$ cat src/include/mon_pkg.sv
// constants, types and carriers shared by the monitor command port
// assumes the system clock stands in for the crystal clock
package mon_pkg;

    localparam logic [7:0] OP_WRITE = 8'h49;
    localparam logic [7:0] OP_INDEXED_READ_COMMAND = 8'h1A;
    localparam logic [7:0] OP_RUN = 8'h28;
    localparam logic [15:0] SEC_BASE = 16'hFFF6;
    localparam logic [2:0] SEC_LAST = 3'h7;
    localparam logic [7:0] PROT_FILL = 8'h00;
    localparam logic [1:0] RESULT_BYTES = 2'h2;

    // bit time as a fixed division of the crystal clock
    localparam longint XTAL_REF_HZ = 64'd4915200;
    localparam longint BAUD_FAST_MILLI = 64'd8904350;
    localparam int BIT_DIV_FAST =
        int'((XTAL_REF_HZ * 1000 + BAUD_FAST_MILLI / 2) / BAUD_FAST_MILLI);
    localparam int MAX_BAUD = 28800;

    localparam logic [3:0] FRAME_BITS = 4'hA;
    localparam logic [3:0] BRK_ECHO_BITS = 4'hC;
    localparam logic [3:0] STOP_POS = 4'h9;

    typedef enum logic [3:0] {
        S_SEC = 4'b0000,
        S_CHK = 4'b0001,
        S_CHKW = 4'b0010,
        S_BRK = 4'b0011,
        S_CMD = 4'b0100,
        S_AH = 4'b0101,
        S_AL = 4'b0110,
        S_DAT = 4'b0111,
        S_RES = 4'b1000,
        S_RESW = 4'b1001,
        S_USER = 4'b1010
    } state_t;

    typedef struct packed {
        logic re;
        logic we;
        logic [15:0] addr;
        logic [7:0] wdata;
    } mem_req_t;

endpackage : mon_pkg

$ cat src/mon_port.sv
// single-wire monitor command port: security entry, echo, write, indexed read, run
// assumes SER_LINE is the resolved wired-OR level, synchronous to CLK
// assumes memory answers a read in the same cycle that re is high, with MEM_PROT for that address
`timescale 1ns/1ps
`default_nettype none
module mon_port #(
    parameter int BIT_DIV = mon_pkg::BIT_DIV_FAST,
    parameter int DIV_W = 12
) (
    input wire logic CLK,
    input wire logic RST,
    input wire logic POR,
    input wire logic DIV_SEL,
    input wire logic SER_LINE,
    output logic SER_DRV,
    output logic SER_EN,
    output mon_pkg::mem_req_t MEM,
    input wire logic [7:0] MEM_DATA,
    input wire logic MEM_PROT,
    input wire logic EXEC_ROM,
    output logic RUN_RTI,
    output logic ILL_RST,
    output logic BYPASS
);
    if (BIT_DIV < 4 || 2 * BIT_DIV >= (1 << DIV_W)) begin : g_div_check
        $error("mon_port: bad BIT_DIV");
    end

    // ------------------------------------------------------------
    // bit timing
    // ------------------------------------------------------------
    logic [DIV_W-1:0] period;
    logic rx_tick, tx_tick, rx_start;
    logic rx_busy_r, rx_wait_hi_r, rx_done_r, rx_brk_r;
    logic [3:0] rx_n_r;
    logic [8:0] rx_sh_r;
    logic [7:0] rx_byte_r;
    logic tx_busy_r, tx_load;
    logic [11:0] tx_sh_r, tx_frame;
    logic [3:0] tx_n_r, tx_len;
    mon_pkg::state_t state_r;

    // select low bypasses the divide-by-two: twice the rate
    assign period = DIV_SEL ? DIV_W'(2 * BIT_DIV) : DIV_W'(BIT_DIV);

    baud_tick #(.W(DIV_W)) u_rx_tick (
        .clk(CLK), .rst(RST), .run(rx_busy_r), .restart(rx_start), .half(1'b1),
        .period(period), .tick(rx_tick)
    );
    baud_tick #(.W(DIV_W)) u_tx_tick (
        .clk(CLK), .rst(RST), .run(tx_busy_r), .restart(tx_load), .half(1'b0),
        .period(period), .tick(tx_tick)
    );

    // ------------------------------------------------------------
    // receiver
    // ------------------------------------------------------------
    // deaf while sending: on the single wire we would hear our own echo
    assign rx_start = !rx_busy_r && !rx_wait_hi_r && !tx_busy_r && !SER_LINE
                      && state_r != mon_pkg::S_USER;

    always_ff @(posedge CLK) begin
        if (RST) begin
            rx_busy_r <= 1'b0;
            rx_wait_hi_r <= 1'b0;
            rx_done_r <= 1'b0;
            rx_brk_r <= 1'b0;
            rx_n_r <= 4'h0;
            rx_sh_r <= 9'h000;
            rx_byte_r <= 8'h00;
        end else begin
            rx_done_r <= 1'b0;
            if (rx_wait_hi_r && SER_LINE) rx_wait_hi_r <= 1'b0;
            if (rx_start) begin
                rx_busy_r <= 1'b1;
                rx_n_r <= 4'h0;
            end else if (rx_busy_r && rx_tick) begin
                if (rx_n_r == 4'h0 && SER_LINE) begin
                    rx_busy_r <= 1'b0;
                end else begin
                    rx_sh_r <= {SER_LINE, rx_sh_r[8:1]};
                    rx_n_r <= rx_n_r + 4'h1;
                    if (rx_n_r == mon_pkg::STOP_POS) begin
                        rx_busy_r <= 1'b0;
                        rx_done_r <= 1'b1;
                        rx_byte_r <= rx_sh_r[8:1];
                        // low stop with all-zero data is a break
                        rx_brk_r <= !SER_LINE && rx_sh_r[8:1] == 8'h00;
                        rx_wait_hi_r <= !SER_LINE;
                    end
                end
            end
        end
    end

    // ------------------------------------------------------------
    // transmit source selection
    // ------------------------------------------------------------
    logic brk_go, res_go;
    logic [7:0] res_byte;

    assign brk_go = state_r == mon_pkg::S_BRK && !tx_busy_r && !rx_done_r;
    assign res_go = state_r == mon_pkg::S_RES && !tx_busy_r && !rx_done_r;
    assign res_byte = (MEM_PROT && !BYPASS) ? mon_pkg::PROT_FILL : MEM_DATA;

    always_comb begin
        tx_load = 1'b0;
        tx_frame = 12'hFFF;
        tx_len = mon_pkg::FRAME_BITS;
        if (rx_done_r && state_r != mon_pkg::S_USER) begin
            tx_load = 1'b1;
            if (rx_brk_r) begin
                tx_frame = 12'h003;
                tx_len = mon_pkg::BRK_ECHO_BITS;
            end else begin
                tx_frame = {3'b111, rx_byte_r, 1'b0};
            end
        end else if (brk_go) begin
            tx_load = 1'b1;
            tx_frame = 12'h000;
        end else if (state_r == mon_pkg::S_RESW) begin
            tx_load = 1'b1;
            tx_frame = {3'b111, res_byte, 1'b0};
        end
    end

    // ------------------------------------------------------------
    // transmitter: open drain, enable means pulling the pin low
    // ------------------------------------------------------------
    always_ff @(posedge CLK) begin
        if (RST) begin
            tx_busy_r <= 1'b0;
            tx_sh_r <= 12'hFFF;
            tx_n_r <= 4'h0;
            SER_EN <= 1'b0;
            SER_DRV <= 1'b0;
        end else begin
            SER_DRV <= 1'b0;
            if (tx_load) begin
                tx_busy_r <= 1'b1;
                tx_sh_r <= tx_frame;
                tx_n_r <= tx_len;
                SER_EN <= !tx_frame[0];
            end else if (tx_busy_r && tx_tick) begin
                tx_sh_r <= {1'b1, tx_sh_r[11:1]};
                tx_n_r <= tx_n_r - 4'h1;
                if (tx_n_r == 4'h1) begin
                    tx_busy_r <= 1'b0;
                    SER_EN <= 1'b0;
                end else begin
                    SER_EN <= !tx_sh_r[1];
                end
            end
        end
    end

    // ------------------------------------------------------------
    // command sequencer
    // ------------------------------------------------------------
    logic [7:0] sec_buf [8];
    logic [2:0] idx_r;
    logic match_r, chk_end, match_fin;
    logic [15:0] ptr_r;
    logic [7:0] ah_r, al_r;
    logic [1:0] res_n_r;
    logic byte_in;

    assign byte_in = rx_done_r && !rx_brk_r;
    assign chk_end = state_r == mon_pkg::S_CHKW && idx_r == mon_pkg::SEC_LAST;
    assign match_fin = match_r && MEM_DATA == sec_buf[idx_r];

    always_ff @(posedge CLK) begin
        if (RST) begin
            state_r <= mon_pkg::S_SEC;
            idx_r <= 3'h0;
            match_r <= 1'b1;
            ptr_r <= 16'h0000;
            ah_r <= 8'h00;
            al_r <= 8'h00;
            res_n_r <= 2'h0;
            MEM <= '0;
            RUN_RTI <= 1'b0;
        end else begin
            MEM.re <= 1'b0;
            MEM.we <= 1'b0;
            RUN_RTI <= 1'b0;
            case (state_r)
                mon_pkg::S_SEC: begin
                    if (byte_in) begin
                        sec_buf[idx_r] <= rx_byte_r;
                        idx_r <= idx_r + 3'h1;
                        if (idx_r == mon_pkg::SEC_LAST) state_r <= mon_pkg::S_CHK;
                    end
                end
                mon_pkg::S_CHK: begin
                    MEM.re <= 1'b1;
                    MEM.addr <= mon_pkg::SEC_BASE + {13'h0000, idx_r};
                    state_r <= mon_pkg::S_CHKW;
                end
                mon_pkg::S_CHKW: begin
                    match_r <= match_fin;
                    idx_r <= idx_r + 3'h1;
                    state_r <= chk_end ? mon_pkg::S_BRK : mon_pkg::S_CHK;
                end
                mon_pkg::S_BRK: begin
                    if (brk_go) state_r <= mon_pkg::S_CMD;
                end
                mon_pkg::S_CMD: begin
                    if (byte_in) begin
                        if (rx_byte_r == mon_pkg::OP_WRITE) begin
                            state_r <= mon_pkg::S_AH;
                        end else if (rx_byte_r == mon_pkg::OP_INDEXED_READ_COMMAND) begin
                            res_n_r <= mon_pkg::RESULT_BYTES;
                            state_r <= mon_pkg::S_RES;
                        end else if (rx_byte_r == mon_pkg::OP_RUN) begin
                            RUN_RTI <= 1'b1;
                            state_r <= mon_pkg::S_USER;
                        end
                    end
                end
                mon_pkg::S_AH, mon_pkg::S_AL, mon_pkg::S_DAT: begin
                    // a break in the middle abandons the partial command
                    if (rx_done_r && rx_brk_r) begin
                        state_r <= mon_pkg::S_CMD;
                    end else if (byte_in && state_r == mon_pkg::S_AH) begin
                        ah_r <= rx_byte_r;
                        state_r <= mon_pkg::S_AL;
                    end else if (byte_in && state_r == mon_pkg::S_AL) begin
                        al_r <= rx_byte_r;
                        state_r <= mon_pkg::S_DAT;
                    end else if (byte_in) begin
                        MEM.we <= 1'b1;
                        MEM.addr <= {ah_r, al_r};
                        MEM.wdata <= rx_byte_r;
                        ptr_r <= {ah_r, al_r};
                        state_r <= mon_pkg::S_CMD;
                    end
                end
                mon_pkg::S_RES: begin
                    if (res_go) begin
                        MEM.re <= 1'b1;
                        MEM.addr <= ptr_r + 16'h0001;
                        ptr_r <= ptr_r + 16'h0001;
                        state_r <= mon_pkg::S_RESW;
                    end
                end
                mon_pkg::S_RESW: begin
                    res_n_r <= res_n_r - 2'h1;
                    state_r <= (res_n_r == 2'h1) ? mon_pkg::S_CMD : mon_pkg::S_RES;
                end
                default: begin
                    state_r <= mon_pkg::S_USER;
                end
            endcase
        end
    end

    // ------------------------------------------------------------
    // security state: survives every reset except power-on
    // ------------------------------------------------------------
    logic boot_por_r, fail_r;

    always_ff @(posedge CLK) begin
        if (RST) begin
            boot_por_r <= POR;
            if (POR) begin
                BYPASS <= 1'b0;
                fail_r <= 1'b0;
            end
        end else if (chk_end && boot_por_r) begin
            BYPASS <= match_fin;
            fail_r <= !match_fin;
        end
        // non-power-on entry: bytes are taken but the verdict is kept
    end

    always_ff @(posedge CLK) begin
        if (RST) begin
            ILL_RST <= 1'b0;
        end else begin
            ILL_RST <= (fail_r && !boot_por_r) || (EXEC_ROM && !BYPASS);
        end
    end

    // ------------------------------------------------------------
    // checks
    // ------------------------------------------------------------
    property p_write;
        @(posedge CLK) disable iff (RST)
        (state_r == mon_pkg::S_DAT && byte_in) |=> MEM.we && MEM.addr == {ah_r, al_r}
            && MEM.wdata == $past(rx_byte_r);
    endproperty
    a_write: assert property (p_write) else $error("write not issued");

    property p_indexed_read_command_step;
        @(posedge CLK) disable iff (RST)
        res_go |=> MEM.re && ptr_r == $past(ptr_r) + 16'h0001 ##1 tx_busy_r;
    endproperty
    a_indexed_read_command_step: assert property (p_indexed_read_command_step) else $error("indexed read step");

    property p_run;
        @(posedge CLK) disable iff (RST)
        (state_r == mon_pkg::S_CMD && byte_in && rx_byte_r == mon_pkg::OP_RUN)
            |=> RUN_RTI ##1 !RUN_RTI && state_r == mon_pkg::S_USER;
    endproperty
    a_run: assert property (p_run) else $error("run not taken");

    property p_brk_late;
        @(posedge CLK) disable iff (RST)
        (tx_load && tx_frame == 12'h000) |-> state_r == mon_pkg::S_BRK && idx_r == 3'h0;
    endproperty
    a_brk_late: assert property (p_brk_late) else $error("early ready break");

    property p_echo;
        @(posedge CLK) disable iff (RST)
        (rx_done_r && state_r != mon_pkg::S_USER) |=> tx_busy_r && !rx_busy_r;
    endproperty
    a_echo: assert property (p_echo) else $error("byte not echoed");

    property p_brk_gap;
        @(posedge CLK) disable iff (RST)
        (rx_done_r && rx_brk_r) |=> !SER_EN [*2] ##0 tx_n_r == mon_pkg::BRK_ECHO_BITS;
    endproperty
    a_brk_gap: assert property (p_brk_gap) else $error("break echo gap");

    property p_mask;
        @(posedge CLK) disable iff (RST)
        (state_r == mon_pkg::S_RESW && MEM_PROT && !BYPASS)
            |=> tx_sh_r[8:1] == mon_pkg::PROT_FILL;
    endproperty
    a_mask: assert property (p_mask) else $error("protected data leaked");

    property p_loop;
        @(posedge CLK) disable iff (RST)
        (fail_r && !boot_por_r) |=> ILL_RST;
    endproperty
    a_loop: assert property (p_loop) else $error("no illegal reset loop");

    property p_keep;
        @(posedge CLK) disable iff (RST)
        (chk_end && !boot_por_r) |=> $stable(BYPASS);
    endproperty
    a_keep: assert property (p_keep) else $error("bypass changed");
endmodule : mon_port
`default_nettype wire

$ cat src/baud_tick.sv
// bit-time enable generator for one direction of the serial pin
// assumes one clock; restart realigns the count, half gives a mid-bit first tick
`timescale 1ns/1ps
`default_nettype none
module baud_tick #(
    parameter int W = 12
) (
    input wire logic clk,
    input wire logic rst,
    input wire logic run,
    input wire logic restart,
    input wire logic half,
    input wire logic [W-1:0] period,
    output logic tick
);
    logic [W-1:0] cnt_r;

    if (W < 3) begin : g_w_check
        $error("baud_tick: counter too narrow");
    end

    always_ff @(posedge clk) begin
        if (rst) begin
            cnt_r <= '0;
        end else if (restart) begin
            cnt_r <= half ? (period >> 1) - W'(1) : period - W'(1);
        end else if (run) begin
            cnt_r <= (cnt_r == '0) ? period - W'(1) : cnt_r - W'(1);
        end
    end

    assign tick = run && !restart && (cnt_r == '0);
endmodule : baud_tick
`default_nettype wire

$ cat config.mk
export PLATFORM = sky130hd
export DESIGN_NAME = mon_port
export DESIGN_NICKNAME = d
export VERILOG_FILES = /design/src/include/mon_pkg.sv /design/src/mon_port.sv /design/src/baud_tick.sv
export SDC_FILE = /design/constraint.sdc
export NUM_CORES = 1
export LEC_CHECK = 0
export BUFFER_PORTS_ARGS = -buffer_cell sky130_fd_sc_hd__clkbuf_2
export CAP_MARGIN = 30
export CORE_UTILIZATION = 28
export DETAILED_ROUTE_END_ITERATION = 7
export MAX_ROUTING_LAYER = met4
export SYNTH_ARGS = -nofsm -noshare
export SYNTH_HDL_FRONTEND = slang
export SYNTH_SLANG_ARGS = --single-unit
$ cat constraint.sdc
create_clock -name CLK -period 2.87 [get_ports CLK]
set_input_delay 0.1435 -clock CLK [delete_from_list [all_inputs] [get_ports CLK]]
set_output_delay 0.1435 -clock CLK [all_outputs]
set_load 0.05 [all_outputs]
**After elaboration in Yosys (flattened, before gate mapping)**

Memories as Yosys holds them, arrays and structs flattened. A register that Yosys moved wholly into a read port is not among the register bits.
Index checks and enable logic that the tools add are counted.

- Bits in registers: 140
- Memory bits (writable): 64
- Input port bits: 15
- Output and inout port bits: 31
- Logic and storage cells: 241
- Memories: 1

Memories:

| name | words | bits a word | rd ports | clocked after memory_dff | wr ports | RTL line | text |
|---|---|---|---|---|---|---|---|
| sec_buf | 8 | 8 | 1 | 1 | 1 | mon_port.sv:160 | `logic [7:0] sec_buf [8];` |

- Add/subtract/negate cells: 10
- Eq/ne operators: 32
- Mux-type cells: 83
- Bitwise gates (word level): 9
- Reduce and logical (&&, ||, !) cells: 77

Operators with widths:

| cell | number |
|---|---|
| 2-to-1 mux 12 bit | 11 |
| 2-to-1 mux 16 bit | 5 |
| 2-to-1 mux 24 bit | 3 |
| 2-to-1 mux 4 bit | 15 |
| one-hot mux 16 bit (3 select lines) | 1 |
| one-hot mux 16 bit (2 select lines) | 1 |
| one-hot mux 4 bit (8 select lines) | 1 |
| 2-to-1 mux 1 bit | 30 |
| logical AND 1 bit | 28 |
| 2-to-1 mux 25 bit | 1 |
| zero test 12 bit | 2 |
| subtractor 12 x 1 -> 12 bit (second input constant) | 2 |
| inequality test 2 bit (second input constant) | 11 |
| nonzero test 2 bit | 9 |
| adder 16 x 1 -> 16 bit (second input constant) | 1 |
| equality test 4 x 3 -> 1 bit (second input constant) | 4 |
| 2-to-1 mux 3 bit | 5 |
| zero test 1 bit | 13 |
| equality test 4 bit (second input constant) | 3 |
| AND reduction 4 bit | 3 |
| AND reduction 6 bit | 2 |
| subtractor 11 x 1 -> 12 bit (second input constant) | 1 |
| 2-to-1 mux 11 bit | 1 |
| subtractor 10 x 1 -> 11 bit (second input constant) | 1 |
| other kinds (35) | 57 |

**Logic depth before layout (Yosys ltp)**

- Word-level depth: 11
- Gate-level depth with buffers: 9
- Depth with buffers taken out: 8

**Modules after synthesis**

From an unflattened synthesis, not the netlist that was laid out.

- Cell total of the unflattened synthesis: 1,118
- Area total of the unflattened synthesis: 10,432.5 µm²

Modules (own cells, without submodules):

| module | instances | cells an instance | area an instance (µm²) | sequential area each (µm²) |
|---|---|---|---|---|
| mon_port | 1 | 768 | 7,860.0 | 4,294.1 |
| baud_tick | 2 | 175 | 1,286.2 | 240.2 |

**Worst setup path before layout**

OpenSTA, ideal clock, no wires.

- Kind: reg2reg
- From: reg state_r[0]
- To: mem sec_buf[0][0] (enable)
- Data arrival time: 1.748 ns
- Required time: 2.475 ns
- Path slack: 0.727 ns
- Stages on the path, launching flop included: 5
- Path buffers: 1
- Clock period less this slack: 2.143 ns
- Cells stage by stage: dfxtp_1 > clkbuf_1 > nor3_1 > nand2_1 > nor4_1

- Cells in the longest elaborated chain, start to end: 4

Ends and longest elaborated chain:

| item | RTL line | text |
|---|---|---|
| from (decl) | mon_port.sv:41 | `mon_pkg::state_t state_r;` |
| from (signal assigned) | mon_port.sv:174 | `state_r <= mon_pkg::S_SEC;` |
| from (signal assigned) | mon_port.sv:192 | `if (idx_r == mon_pkg::SEC_LAST) state_r <= mon_pkg::S_CHK;` |
| from (signal assigned) | mon_port.sv:198 | `state_r <= mon_pkg::S_CHKW;` |
| zero test 4 bit | mon_port.sv:187 | `case (state_r)` |
| 2-to-1 mux 1 bit | mon_port.sv:187 |  |
| 2-to-1 mux 1 bit | mon_port.sv:173 | `if (RST) begin` |
| 2-to-1 mux 1 bit (implied by the code) | mon_port.sv:190 | `sec_buf[idx_r] <= rx_byte_r;` |
| to (decl) | mon_port.sv:160 |  |

No other way between the ends.

**Final worst setup path**

- From: reg u_rx_tick.cnt_r[0]
- To: reg rx_byte_r[2]

- Cells in the longest elaborated chain, start to end: 4

Ends and longest elaborated chain:

| item | RTL line | text |
|---|---|---|
| from (decl) | baud_tick.sv:16 | `logic [W-1:0] cnt_r;` |
| from (signal assigned) | baud_tick.sv:26 | `cnt_r <= half ? (period >> 1) - W'(1) : period - W'(1);` |
| from (signal assigned) | baud_tick.sv:28 | `cnt_r <= (cnt_r == '0) ? period - W'(1) : cnt_r - W'(1);` |
| zero test 12 bit | baud_tick.sv:32 | `assign tick = run && !restart && (cnt_r == '0);` |
| logical AND 1 bit | baud_tick.sv:32 |  |
| logical AND 1 bit | mon_port.sv:77 | `end else if (rx_busy_r && rx_tick) begin` |
| AND reduction 4 bit (no line) | - |  |
| to (signal assigned) | mon_port.sv:86 | `rx_byte_r <= rx_sh_r[8:1];` |
| to (decl) | mon_port.sv:37 | `logic [7:0] rx_byte_r;` |

No other way between the ends.
A chain may end at the register's enable or synchronous reset.

==> results.md <==
* Final Hold Fails at 0
* Min-delay worst type: input port to flop
* Crit start category: flop
* Inst Count DP at 1405
* Max Buffers Root-to-Sink at 3
* Row cnt at 66
* Antenna violations before repair at 0
* Post-Synth Simple-Gate Area at 18.8%
* Fraction of layout instances using a drive strength above 1 at 13.0%
* Setup WS pre-CTS at 0.456 ns
* Final Critical Period at 2.41 ns
* Die Width at 185 um
* Hold slack final at 0.00874 ns
* Initial DRC count at 569
* Largest net degree at the start of global routing at 128
* NumNets Final at 1023
* Dpl cell area at 10200 um^2
* Total power at 6.09 mW
* Final WL at 22700 um
* GRT Total Usage at 13.7%
* Post-synth EDFFs at 67
* Core area at 32800 um^2
* Crit path required time at 3.24 ns
* FF+latch count, synth at 205
* CTS H-tree depth at 1
* R2R cell count at 8
* Mapped Area at 9420 um^2
* Clock Sinks at 205
* Via Count at 7245
* TritonRoute pass-1 iters at 5
* Seq/Total Area, Yosys at 50.7%
* Diode count at 0
* Final ANT Viol Nets at 0
* Hold Crit Depth at 3
* WL/cell at 15.7 um
* Synth Warn # at 0
* TritonCTS clock tree: yes
* Die area at 34400 um^2
* Clock latency on the worst-skew pair at 0.52 ns
* Synth cell types at 76
* PwrDens at 556 nW/um^2
* Post-synth top flop: dfxtp_1
* Worst setup EP type: flop
* Final Cycle Share at 84.1%
* PortBufs at 44
* CTS clock-pin slew for the worst setup and hold paths at 0.06 ns
* RSZ-0062 raised after global routing: false
* Area growth, synth to finish at 16.2%
* Final worst slack at 0.456 ns
* Min-delay src: MEM_DATA[5]
* Post-Layout Cell Count at 1447
* Avg Inst Size Synth at 9.95 um^2
* Main combinational cell family by area after synthesis: simple AND/OR/NAND/NOR gates
* Final global-route overflow total at 0
* Dpl hpwl at 15200 um
* Post-Syn Instances at 947
* Crit Path Class: flop to flop
* R2r setup slk at 0.46 ns
* Final Core Density at 33.4%
* Final Max Slew Viols at 0
* Worst EP arrival at 2.79 ns
* Worst R2R End: rx_byte_r[2]
* Worst vdd ir at 0.333 mV
* Clk Tree Root Cell: clkbuf_16
* Maxcap violations at 0
* R2r startpoint: u_rx_tick.cnt_r[0]
* First-pass GRT wire length at 36500 um
* Number of global-route vias before repair at 6801
* Count of final setup violators at 0
* Starting density of the core at 28.7%
* Synth Net Count at 979
* # IOs at 46
* Worst Skew at 0.0201 ns
* Die H at 185 um
* P_leak at 3.95 nW
* Setup_tns at 0 ns
* Fin area at 11000 um^2
* Asr flop ratio synth at 0%
* Synth Area in Compound Gates at 14.7%
* Post-Synth XOR/XNOR Area at 2.42%
* DRC Markers at 0
* Hold Path End: tx_sh_r[6]
* Total CTS buffers at 22
* Slew @ Worst Pin at 0.724 ns
* Adder-cell share of the synthesized area at 2.26%
* Status: completed
* GP Congestion at 0.821
* Crit-path max FO at 11
* Avg Vias per Cell at 5.01
* F_max at 414 MHz
* Slew Limit Headroom at 51.7%
* Multiplexer share of the synthesized area at 7.29%
## flip-flops by register name (all words and copies together), names as in the netlist, 2 cells and up, named ones only
signal	count
res_n_r	2
MEM	26
sec_buf	64
state_r	4
al_r	8
rx_sh_r	8
u_rx_tick.cnt_r	12
u_tx_tick.cnt_r	12
ah_r	8
tx_n_r	4
tx_sh_r	11
rx_n_r	4
idx_r	3
rx_byte_r	8
ptr_r	16
## cells in the mapped netlist (all sizes together), types with 11 or more instances
| master | number | area, um^2 |
|---|---|---|
| clkbuf | 39 | 149 |
| nor3 | 33 | 165 |
| a21oi | 60 | 304 |
| dfxtp | 138 | 2760 |
| o21ai | 31 | 155 |
| nor4 | 14 | 124 |
| nand2b | 11 | 68.8 |
| nand3 | 30 | 150 |
| nand2 | 99 | 372 |
| mux2i | 45 | 450 |
| edfxtp | 67 | 2010 |
| inv | 21 | 78.8 |
| ha | 17 | 213 |
| xnor2 | 17 | 149 |
| buf | 20 | 125 |
| nor2 | 98 | 368 |
| o21a | 22 | 165 |
## layer usage
metal | share of wire (%) | GRT usage (%) | wire length (um)
met1 | 49 | 19.3 | 11200
met2 | 42 | 19.7 | 9420
met3 | 6.8 | 2.79 | 1540
met4 | 2.3 | 3.70 | 532
met5 | 0 | - | 0
## worst max-delay path by stage
stage	cells after the start	start	endpoint	slack, ns
after global placement	8	u_rx_tick.cnt_r[0]	rx_byte_r[1]	0.50
after detailed placement	8	u_rx_tick.cnt_r[0]	rx_byte_r[0]	0.46
after global routing	8	u_rx_tick.cnt_r[0]	rx_brk_r	0.18
final	8	u_rx_tick.cnt_r[0]	rx_byte_r[2]	0.46
after floorplan	4	state_r[0]	sec_buf[0][0]	0.73
after CTS	8	u_rx_tick.cnt_r[0]	rx_byte_r[0]	0.46
## cell type report
| type | count | area (um^2) |
|---|---|---|
| Fill cell | 3331 | 21800 |
| Sequential cell | 205 | 4770 |
| Multi-Input combinational cell | 661 | 4300 |
| Clock buffer | 32 | 641 |
| Tap cell | 442 | 553 |
| Timing Repair Buffer | 79 | 537 |
| Inverter | 22 | 82.6 |
| Clock inverter | 6 | 66.3 |
## placed cells by master, fill, tap and decap left out, types with 9 or more instances in the layout
master,n
nor4_1,11
ha_1,17
a211oi_1,9
xor2_1,9
and3_1,10
clkbuf_16,24
nor2b_1,10
buf_4,28
edfxtp_1,67
clkbuf_2,43
nand3_1,30
nand2_1,99
mux4_2,10
mux2i_1,45
nor2_1,98
xnor2_1,17
a31oi_1,10
a22oi_1,9
nand2b_1,11
dfxtp_1,138
o21a_1,22
a21o_1,10
nor3_1,33
a21oi_1,59
o22ai_1,10
o21ai_0,30
inv_1,21
## report_power, final
part           switching (mW)  internal, mW  total (mW)
sequential             0.0281          3.00        3.03
combinational           0.158        0.0926       0.251
clock                    1.17          1.64        2.81
## cells by family after synthesis
logic type,Yosys count
AO/OA/AOI/OAI,207
XOR/XNOR,26
adder cells (fa/ha/maj),17
buffers and inverters,81
flip-flops,205
multiplexers,56
other,1
AND/OR/NAND/NOR,354
## what timing repair did
item / CTS / global route
endpoints found under the hold margin: 5 / 0
gates resized for setup: 0 / 0
hold buffers: 4 / 0
setup buffers: 0 / 0
## worst max-delay path, stage by stage (launching register included)
cell and delay, ns:
dfxtp_1 0.34, inv_1 0.09, ha_1 0.13, nor4b_2 0.29, and4b_1 0.35, and2_1 0.18, and4b_1 0.59, mux2i_1 0.25
nor2_1 0.05
Power figures use the tool's default switching activity.
